==> src/hdl/ebc_consts.vh <==
`ifndef EBC_CONSTS_VH
`define EBC_CONSTS_VH
// Transfer size codes
`define EBC_SIZE_LONG    2'b00
`define EBC_SIZE_BYTE    2'b01
`define EBC_SIZE_WORD    2'b10
`define EBC_SIZE_LINE    2'b11
// Access class codes
`define EBC_CLASS_NORMAL 2'b00
`define EBC_CLASS_DMA    2'b01
`define EBC_CLASS_DEBUG  2'b10
`define EBC_CLASS_CPU    2'b11
// Timing
`define EBC_CLK_PERIOD_NS 10
`define EBC_DRAM_ACC_NS   40
// DRAM access rounded up to whole clocks
`define EBC_DRAM_CYC     4'd4
`define EBC_CAS_LAST     4'd2
// Request word layout
`define EBC_RQ_WIDTH     41
`define EBC_RQ_DEPTH     4
`define EBC_RQ_WRITE     40
`define EBC_RQ_SIZE_HI   39
`define EBC_RQ_SIZE_LO   38
`define EBC_RQ_CLASS_HI  37
`define EBC_RQ_CLASS_LO  36
`define EBC_RQ_CODE      35
`define EBC_RQ_SUPER     34
`define EBC_RQ_DRAM      33
`define EBC_RQ_BANK      32
`endif

==> src/hdl/ebc_bus_ctrl.v <==
// Function
// - Every write drives all 32 data lines regardless of port or operand size.
// - Transfer start is asserted for exactly one clock at each mastered cycle.
// - Under an external master, watch start, direction and size to act.
// - Direction high means read, low means write, for any master.
// - Size code 00 longword, 01 byte, 10 word, 11 sixteen-byte line.
// - Access class 00 normal, 01 DMA, 10 debug, 11 CPU space.
// - Access class and mode hint are outputs only, never sampled.
// - Mode hint has two phases: during start strobe and after it.
// - Async acknowledge is synchronised before use; slave holds it 1.5 clocks.
// - Async read data captured at synced ack edge; write data held till falling edge.
// - DRAM cycles ignore async and error acks; own DRAM cycles ignore sync ack.
// - External cycle to chip-select region: sync ack after wait states if auto-ack.
// - External cycle to DRAM bank: drive sync ack when DRAM transfer completes.
// - Error acknowledge aborts the cycle at once and beats both other acks.
// - Error acknowledge up to one clock after async ack still ends in error.
// - Double bus fault halts mastered cycles until reset; external master cycles are still answered.
// - Bus outputs change on rising edges; row and column strobes and data output enable on falling edges.
// - Interrupt level, reset input and async ack pass through synchronisers.
// - Driven sync ack is driven negated one clock before release.
`include "ebc_consts.vh"

// ****************************************
// Request FIFO
// ****************************************
module ebc_fifo #(
  parameter WIDTH = 8,
  parameter DEPTH = 4,
  parameter AW    = 2
) (
  input  wire             clk,
  input  wire             sys_rst,
  input  wire [WIDTH-1:0] in_data,
  input  wire             in_valid,
  output reg              in_ready,
  output wire [WIDTH-1:0] out_data,
  output wire             out_valid,
  input  wire             out_ready
);
  reg [WIDTH-1:0] mem [0:DEPTH-1];
  reg [AW-1:0]    wr_ptr;
  reg [AW-1:0]    rd_ptr;
  reg [AW:0]      count;
  wire            push = in_valid & in_ready;
  wire            pop  = out_valid & out_ready;
  wire [AW:0]     next_count = count + {{AW{1'b0}}, push} - {{AW{1'b0}}, pop};

  assign out_data  = mem[rd_ptr];
  assign out_valid = (count != {(AW+1){1'b0}});

  always @(posedge clk) begin
    if (push) begin
      mem[wr_ptr] <= in_data;
    end
    if (sys_rst) begin
      wr_ptr   <= {AW{1'b0}};
      rd_ptr   <= {AW{1'b0}};
      count    <= {(AW+1){1'b0}};
      in_ready <= 1'b0;
    end else begin
      if (push) begin
        wr_ptr <= wr_ptr + {{(AW-1){1'b0}}, 1'b1};
      end
      if (pop) begin
        rd_ptr <= rd_ptr + {{(AW-1){1'b0}}, 1'b1};
      end
      count    <= next_count;
      in_ready <= (next_count != DEPTH[AW:0]);
    end
  end
endmodule

// ****************************************
// Bus control
// ****************************************
module ebc_bus_ctrl (
  input  wire                     clk,
  input  wire                     sys_rst,
  input  wire [`EBC_RQ_WIDTH-1:0] req_word,
  input  wire                     req_valid,
  output wire                     req_ready,
  output reg                      done,
  output reg                      done_err,
  output reg  [31:0]              rd_data,
  output reg                      halted,
  input  wire                     fault_clear,
  output reg                      fault_pending,
  input  wire                     ts_in_n,
  output reg                      ts_out_n,
  input  wire                     rw_in,
  output reg                      rw_out,
  input  wire [1:0]               size_in,
  output reg  [1:0]               size_out,
  output reg  [1:0]               access_class,
  output reg                      access_mode_hint,
  output reg                      master_oe_n,
  input  wire [31:0]              d_in,
  output reg  [31:0]              d_out,
  output reg                      d_oe_n,
  input  wire                     sync_ack_in_n,
  output reg                      sync_ack_out_n,
  output reg                      sync_ack_oe_n,
  input  wire                     async_ack_n,
  input  wire                     error_ack_n,
  output reg  [1:0]               row_strobe_n,
  output reg  [3:0]               column_strobe_n,
  input  wire                     ext_owns,
  input  wire                     ext_hit_cs,
  input  wire                     ext_hit_dram,
  input  wire                     ext_bank,
  input  wire [3:0]               ext_wait_states,
  input  wire                     ext_master_auto_ack,
  output reg                      ext_cs_n,
  output reg                      ext_read,
  output reg  [1:0]               ext_size,
  input  wire [2:0]               interrupt_level_in,
  output reg  [2:0]               int_level_sync,
  input  wire                     reset_input_pin,
  output reg                      reset_in_sync
);
  localparam M_IDLE  = 3'd0;
  localparam M_START = 3'd1;
  localparam M_WAIT  = 3'd2;
  localparam M_AWIN  = 3'd3;
  localparam M_HALT  = 3'd4;
  localparam X_IDLE  = 2'd0;
  localparam X_WAIT  = 2'd1;
  localparam X_ACK   = 2'd2;
  localparam X_NEG   = 2'd3;

  // Mode hint for a given phase
  function atm_bit;
    input [1:0] cls;
    input       code;
    input       sup;
    input       after_start;
    begin
      case (cls)
        `EBC_CLASS_NORMAL: atm_bit = after_start ? sup : code;
        `EBC_CLASS_DEBUG:  atm_bit = after_start ? sup : code;
        `EBC_CLASS_DMA:    atm_bit = ~after_start;
        default:           atm_bit = code & ~after_start;
      endcase
    end
  endfunction

  wire [`EBC_RQ_WIDTH-1:0] f_word;
  wire                     f_valid;
  reg  [2:0]               mst;
  reg  [1:0]               xst;
  reg  [`EBC_RQ_WIDTH-1:0] cur;
  reg  [3:0]               mcnt;
  reg  [3:0]               xcnt;
  reg                      xdram;
  reg                      xbank;
  reg                      drive_wr;
  reg                      ata_s1;
  reg                      ata_s2;
  reg  [2:0]               ipl_s1;
  reg                      reset_input_pin_s1;

  wire f_pop    = (mst == M_IDLE) & f_valid & ~ext_owns;
  wire cur_dram = cur[`EBC_RQ_DRAM];
  wire cur_rd   = ~cur[`EBC_RQ_WRITE];
  wire error_ack      = ~error_ack_n;
  wire m_err    = ((mst == M_WAIT) & ~cur_dram & error_ack) | ((mst == M_AWIN) & error_ack);
  wire m_dram_done = (mst == M_WAIT) & cur_dram & (mcnt == 4'd1);
  wire m_ta     = (mst == M_WAIT) & ~cur_dram & ~sync_ack_in_n;
  wire m_ata    = (mst == M_WAIT) & ~cur_dram & ata_s2;
  wire m_ok     = ~m_err & (m_dram_done | m_ta | ((mst == M_AWIN) & ~error_ack));
  wire m_dram_act = (mst == M_WAIT) & cur_dram;
  wire x_dram_act = (xst == X_WAIT) & xdram;
  wire cas_phase  = m_dram_act ? (mcnt <= `EBC_CAS_LAST) : (xcnt < `EBC_CAS_LAST);
  wire strobe_bank = m_dram_act ? cur[`EBC_RQ_BANK] : xbank;
  wire ext_start  = ext_owns & ~ts_in_n & (xst == X_IDLE);

  ebc_fifo #(
    .WIDTH (`EBC_RQ_WIDTH),
    .DEPTH (`EBC_RQ_DEPTH),
    .AW    (2)
  ) u_fifo (
    .clk       (clk),
    .sys_rst   (sys_rst),
    .in_data   (req_word),
    .in_valid  (req_valid),
    .in_ready  (req_ready),
    .out_data  (f_word),
    .out_valid (f_valid),
    .out_ready (f_pop)
  );

  // ****************************************
  // Synchronisers
  // ****************************************
  always @(posedge clk) begin
    if (sys_rst) begin
      ata_s1         <= 1'b0;
      ata_s2         <= 1'b0;
      ipl_s1         <= 3'h7;
      int_level_sync <= 3'h7;
      reset_input_pin_s1        <= 1'b1;
      reset_in_sync  <= 1'b1;
    end else begin
      ata_s1         <= ~async_ack_n;
      ata_s2         <= ata_s1;
      ipl_s1         <= interrupt_level_in;
      int_level_sync <= ipl_s1;
      reset_input_pin_s1        <= reset_input_pin;
      reset_in_sync  <= reset_input_pin_s1;
    end
  end

  // ****************************************
  // Master cycles
  // ****************************************
  always @(posedge clk) begin
    if (sys_rst) begin
      mst              <= M_IDLE;
      cur              <= {`EBC_RQ_WIDTH{1'b0}};
      mcnt             <= 4'h0;
      ts_out_n         <= 1'b1;
      rw_out           <= 1'b1;
      size_out         <= `EBC_SIZE_LONG;
      access_class     <= `EBC_CLASS_NORMAL;
      access_mode_hint <= 1'b0;
      master_oe_n      <= 1'b1;
      d_out            <= 32'h0000_0000;
      drive_wr         <= 1'b0;
      rd_data          <= 32'h0000_0000;
      done             <= 1'b0;
      done_err         <= 1'b0;
      halted           <= 1'b0;
      fault_pending    <= 1'b0;
    end else begin
      done     <= m_ok | m_err;
      done_err <= m_err;
      if (fault_clear & ~m_err) begin
        fault_pending <= 1'b0;
      end
      case (mst)
        M_IDLE: begin
          if (f_pop) begin
            cur              <= f_word;
            ts_out_n         <= 1'b0;
            master_oe_n      <= 1'b0;
            rw_out           <= ~f_word[`EBC_RQ_WRITE];
            size_out         <= f_word[`EBC_RQ_SIZE_HI:`EBC_RQ_SIZE_LO];
            access_class     <= f_word[`EBC_RQ_CLASS_HI:`EBC_RQ_CLASS_LO];
            access_mode_hint <= atm_bit(f_word[`EBC_RQ_CLASS_HI:`EBC_RQ_CLASS_LO],
                                        f_word[`EBC_RQ_CODE], f_word[`EBC_RQ_SUPER], 1'b0);
            d_out            <= f_word[31:0];
            drive_wr         <= f_word[`EBC_RQ_WRITE];
            mst              <= M_START;
          end
        end
        M_START: begin
          ts_out_n         <= 1'b1;
          access_mode_hint <= atm_bit(cur[`EBC_RQ_CLASS_HI:`EBC_RQ_CLASS_LO],
                                      cur[`EBC_RQ_CODE], cur[`EBC_RQ_SUPER], 1'b1);
          mcnt             <= `EBC_DRAM_CYC;
          mst              <= M_WAIT;
        end
        M_WAIT: begin
          mcnt <= mcnt - 4'h1;
          if (m_ata & ~error_ack) begin
            mst <= M_AWIN;
          end
          if ((m_ta | m_ata | m_dram_done) & ~m_err & cur_rd) begin
            rd_data <= d_in;
          end
        end
        M_AWIN: begin
          mst <= M_IDLE;
        end
        M_HALT: begin
          mst <= M_HALT;
        end
        default: begin
          mst <= M_IDLE;
        end
      endcase
      if (m_ok | m_err) begin
        master_oe_n <= 1'b1;
        drive_wr    <= 1'b0;
        mst         <= M_IDLE;
      end
      if (m_err) begin
        fault_pending <= 1'b1;
        if (fault_pending) begin
          halted <= 1'b1;
          mst    <= M_HALT;
        end
      end
    end
  end

  // ****************************************
  // External master cycles
  // ****************************************
  always @(posedge clk) begin
    if (sys_rst) begin
      xst            <= X_IDLE;
      xcnt           <= 4'h0;
      xdram          <= 1'b0;
      xbank          <= 1'b0;
      ext_cs_n       <= 1'b1;
      ext_read       <= 1'b1;
      ext_size       <= `EBC_SIZE_LONG;
      sync_ack_out_n <= 1'b1;
      sync_ack_oe_n  <= 1'b1;
    end else begin
      case (xst)
        X_IDLE: begin
          if (ext_start) begin
            ext_read <= rw_in;
            ext_size <= size_in;
            xbank    <= ext_bank;
            if (ext_hit_dram) begin
              xdram <= 1'b1;
              xcnt  <= `EBC_DRAM_CYC - 4'd1;
              xst   <= X_WAIT;
            end else if (ext_hit_cs) begin
              xdram    <= 1'b0;
              ext_cs_n <= 1'b0;
              xcnt     <= ext_wait_states;
              if (ext_master_auto_ack) begin
                xst <= X_WAIT;
              end
            end
          end else if (~ext_owns | ~ts_in_n) begin
            ext_cs_n <= 1'b1;
          end
        end
        X_WAIT: begin
          if (xcnt == 4'h0) begin
            sync_ack_out_n <= 1'b0;
            sync_ack_oe_n  <= 1'b0;
            xst            <= X_ACK;
          end else begin
            xcnt <= xcnt - 4'h1;
          end
        end
        X_ACK: begin
          sync_ack_out_n <= 1'b1;
          ext_cs_n       <= 1'b1;
          xdram          <= 1'b0;
          xst            <= X_NEG;
        end
        X_NEG: begin
          sync_ack_oe_n <= 1'b1;
          xst           <= X_IDLE;
        end
        default: begin
          xst <= X_IDLE;
        end
      endcase
    end
  end

  // ****************************************
  // Falling-edge strobes and data release
  // ****************************************
  always @(negedge clk) begin
    if (sys_rst) begin
      row_strobe_n    <= 2'b11;
      column_strobe_n <= 4'hf;
      d_oe_n          <= 1'b1;
    end else begin
      row_strobe_n    <= (m_dram_act | x_dram_act) ? {~strobe_bank, strobe_bank} : 2'b11;
      column_strobe_n <= ((m_dram_act | x_dram_act) & cas_phase) ? 4'h0 : 4'hf;
      d_oe_n          <= ~drive_wr;
    end
  end
endmodule

==> config.mk <==
export PLATFORM = sky130hd
export DESIGN_NAME = ebc_bus_ctrl
export DESIGN_NICKNAME = d
export VERILOG_FILES = /design/src/hdl/ebc_bus_ctrl.v
export VERILOG_INCLUDE_DIRS = /design/src /design/src/hdl
export SDC_FILE = /design/constraint.sdc
export NUM_CORES = 1
export LEC_CHECK = 0
export BUFFER_PORTS_ARGS = -buffer_cell sky130_fd_sc_hd__buf_2
export CORE_ASPECT_RATIO = 1.5
export CORE_MARGIN = 2
export CORE_UTILIZATION = 53
export CTS_BUF_LIST = sky130_fd_sc_hd__clkbuf_4
export CTS_CLUSTER_DIAMETER = 40
export DETAILED_ROUTE_END_ITERATION = 10
export PLACE_DENSITY_LB_ADDON = 0.15
export RECOVER_POWER = 50
export SETUP_SLACK_MARGIN = 0.4
export SLEW_MARGIN = 10
export SYNTH_ARGS = -nofsm -noshare
export SYNTH_HDL_FRONTEND = slang
export SYNTH_HIERARCHICAL = 1
export SYNTH_SLANG_ARGS = --single-unit
==> constraint.sdc <==
create_clock -name clk -period 2.4 [get_ports clk]
set_clock_uncertainty 0.1 [all_clocks]
set_input_delay 0.48 -clock clk [delete_from_list [all_inputs] [get_ports clk]]
set_output_delay 0.48 -clock clk [all_outputs]
set_load 0.05 [all_outputs]
==> impl_metrics.toml <==
[sta]
finalHoldViolations = 0
rsz0062_at_grt = "true"
fin_ws_ns = -0.527
setup_viol = 7
whs_ns = 0.0843
worst_slew_pin_slew_ns = 1.52
slew_headroom = -0.0126
maxSlewViolCount = 152

[critical_path]
startpoint_type = "register"
path_class = "reg -> out"
cp-end-kind = "primary output"
slowest_delay_ns = 0.36
ff2ff_setup_slack_ns = 0.02
crit_chain = "buf_6"
cp_max_fo = 4
path_buf_inv = 1
worstPathRequired_ns = 1.82
worstPathArrival_ns = 2.35
crit_path_top_delay_cell = "dfxtp_4"
cp_top_family = "flip-flops"

[detailed_routing]
firstDrtPassIters = 4
antenna_left = 0
drt_iter0_markers = 328
via_count = 7527
avgRoutedWirePerCell_microns = 16.6
drc = 0
avgViaCountPerCell = 5.09
drt-total-wl_mm = 24.5

[die]
fp-row-count = 66
fp.dieH_microns = 185
core_area_sq_um = 21600
dieArea_sq_um = 23000
initial_core_util = 0.535
ioPinCount = 191
die_w_microns = 124

[logic_synthesis]
synthesis.area_sq_um = 11500
ys_ff_latch = 290
synth_top_cell_area_share = 0.427
yosys_warnings = 6
synthArstFlopShare = 0
ys_seq_area_frac = 0.646
synth-edff-count = 164
ys.flop_type = "edfxtp_1"
ys_types = 56
synthTopCellsByArea = "edfxtp_1 43%, dfxtp_1 22%, mux4_2 7.8%"
avgSynthCellArea_sq_um = 13.8
yosysTopAreaCell = "edfxtp_1"
synth_cells = 836
syn_nets = 948

[grt]
grt_pass1_vias = 7694
grt_pass1_wl_mm = 38.2
grt_usage = 0.209
antenna_found_initial = 1
grt-ovfl-total = 0
grt_max_degree = 152

[clock_network]
clock-sinks = 290
clock_latency_ns = 0.66
htree_num_levels = 3
root_buffer = "clkbuf_4"
clk_pin_slew_ns = 0.06
clk_path_buf_depth = 3
cts_tree = "built"
cts_buffers = 70

[layout]
final_util = 0.677
nNetsFinal = 1260
regArea_sq_um = 7480
area_growth_pct = 26.6
nFillCells = 1635
multi_input_area_sq_um = 3560
instances_no_fill = 1478
drive_gt1_frac = 0.334

[place]
post-dp-hpwl_mm = 14.3
numPortBuffers = 190
gp_congestion = 0.818
dp.cells = 1250

[worst_hold_path]
hold_path.class = "in -> reg"

[run]
drv_cap = 1

[status]
violations = "capacitance limit, slew limit, setup timing"
status = "finished, violations left"

[power]
p_per_area_nw_per_um2 = 945
p_leak_uw = 0.00553
ir_drop_v = 0.000719
==> cell usage after synthesis, types with 4 or more instances <==
master and n:
buf_2 15, nand4_1 4, buf_4 40, or2_2 9, a21o_1 6, mux2i_1 38
nor2b_1 10, ha_1 14, mux4_2 40, buf_6 4, edfxtp_1 164, inv_1 20
clkbuf_1 19, nor3_1 8, nor2_1 24, nand3_1 6, a21oi_1 58, buf_12 4
and3_1 5, o21ai_0 8, dfxtp_1 126, nand2b_1 71, nand2_1 87
==> registers in the layout, summed over array words and instances (netlist names), 2 cells and up, named ones only <==
register / cells
mst: 3
ipl_s1: 3
u_fifo/wr_ptr: 2
row_strobe_n: 2
rd_data: 32
xst: 2
u_fifo/rd_ptr: 2
u_fifo/mem: 164
cur: 7
mcnt: 4
u_fifo/count: 3
d_out: 31
xcnt: 4
ext_size: 2
int_level_sync: 3
==> repair_timing <==
item	CTS	global route
resized for setup	31	20
endpoints found under the setup margin	16	50
cloned	0	2
setup buffers	4	5
pin swaps	8	9
hold buffers	84	0
hold endpoints to repair	207	0
==> stage by stage <==
step	setup WS, ns	power, uW	area, sq um	setup TNS (ns)
final	-0.527	13800	14600	-3.55
after global routing	-0.583	14600	14600	-4.08
after CTS	-0.567	13900	14600	-3.90
after detailed placement	-0.0987	9610	12600	-0.0987
after global placement	-0.121	9550	12600	-0.121
after floorplan	-0.192	8910	11700	-0.341
==> power breakdown <==
| group | internal, uW | switching [uW] | total [uW] |
|---|---|---|---|
| combinational | 1390 | 2220 | 3610 |
| clock | 2170 | 1890 | 4060 |
| sequential | 5830 | 296 | 6120 |
==> path summary, 6_finish.rpt <==
check | start | end | cells after the start
worst min register to register | reset_input_pin_s1$_SDFF_PP1_ | reset_in_sync$_SDFF_PP1_ | 1
worst max-delay path | column_strobe_n[2]$_SDFF_NP1_ | column_strobe_n[2] | 1
worst max register to register | xst[1]$_SDFFE_PP0P_ | column_strobe_n[2]$_SDFF_NP1_ | 6
worst min-delay path | req_valid | u_fifo/wr_ptr[1]$_SDFFE_PP0P_ | 3
==> area by class of cell <==
class / instances / area share
Clock buffer: 107 / 0.0551
Timing Repair Buffer: 320 / 0.151
Inverter: 20 / 0.00515
Antenna cell: 1 / 0.000172
Tap cell: 272 / 0.0233
Sequential cell: 290 / 0.513
Clock inverter: 26 / 0.00926
Multi-Input combinational cell: 442 / 0.244
==> cell families (layout without fill, tap and decap cells) <==
family | after synthesis | in the layout | share of synthesized area
adders and majority gates | 15 | 15 | 0.0169
AOI/OAI and AO/OA | 102 | 102 | 0.0523
DFF | 290 | 290 | 0.646
buffers and inverters | 104 | 473 | 0.0568
and+or+nand+nor | 241 | 241 | 0.109
muxes | 82 | 82 | 0.116
other | 0 | 1 | 0
xor gates and xnor gates | 2 | 2 | 0.00271
==> routing by layer <==
layer | track usage | vias to the layer above | share of wire | wire (microns)
li1 | - | 3644 | - | -
met1 | 0.239 | 3647 | 0.40 | 9710
met2 | 0.378 | 206 | 0.53 | 13100
met3 | 0.0546 | 30 | 0.053 | 1310
met4 | 0.0746 | 0 | 0.017 | 415
met5 | 0 | - | 0 | 0
==> placed cells by master, fill, tap and decap left out, types with 11 or more instances in the layout <==
cell type      instances
clkbuf_1              43
clkinv_1              14
nand2_1               86
mux4_2                40
buf_2                140
dfxtp_1              112
ha_1                  11
dlygate4sd3_1         84
nand2b_1              69
mux2i_1               37
inv_1                 20
clkbuf_4             109
buf_4                 33
a21oi_1               58
edfxtp_1             164
nor2_1                22
Note: power is estimated with default switching activity, not from simulation.
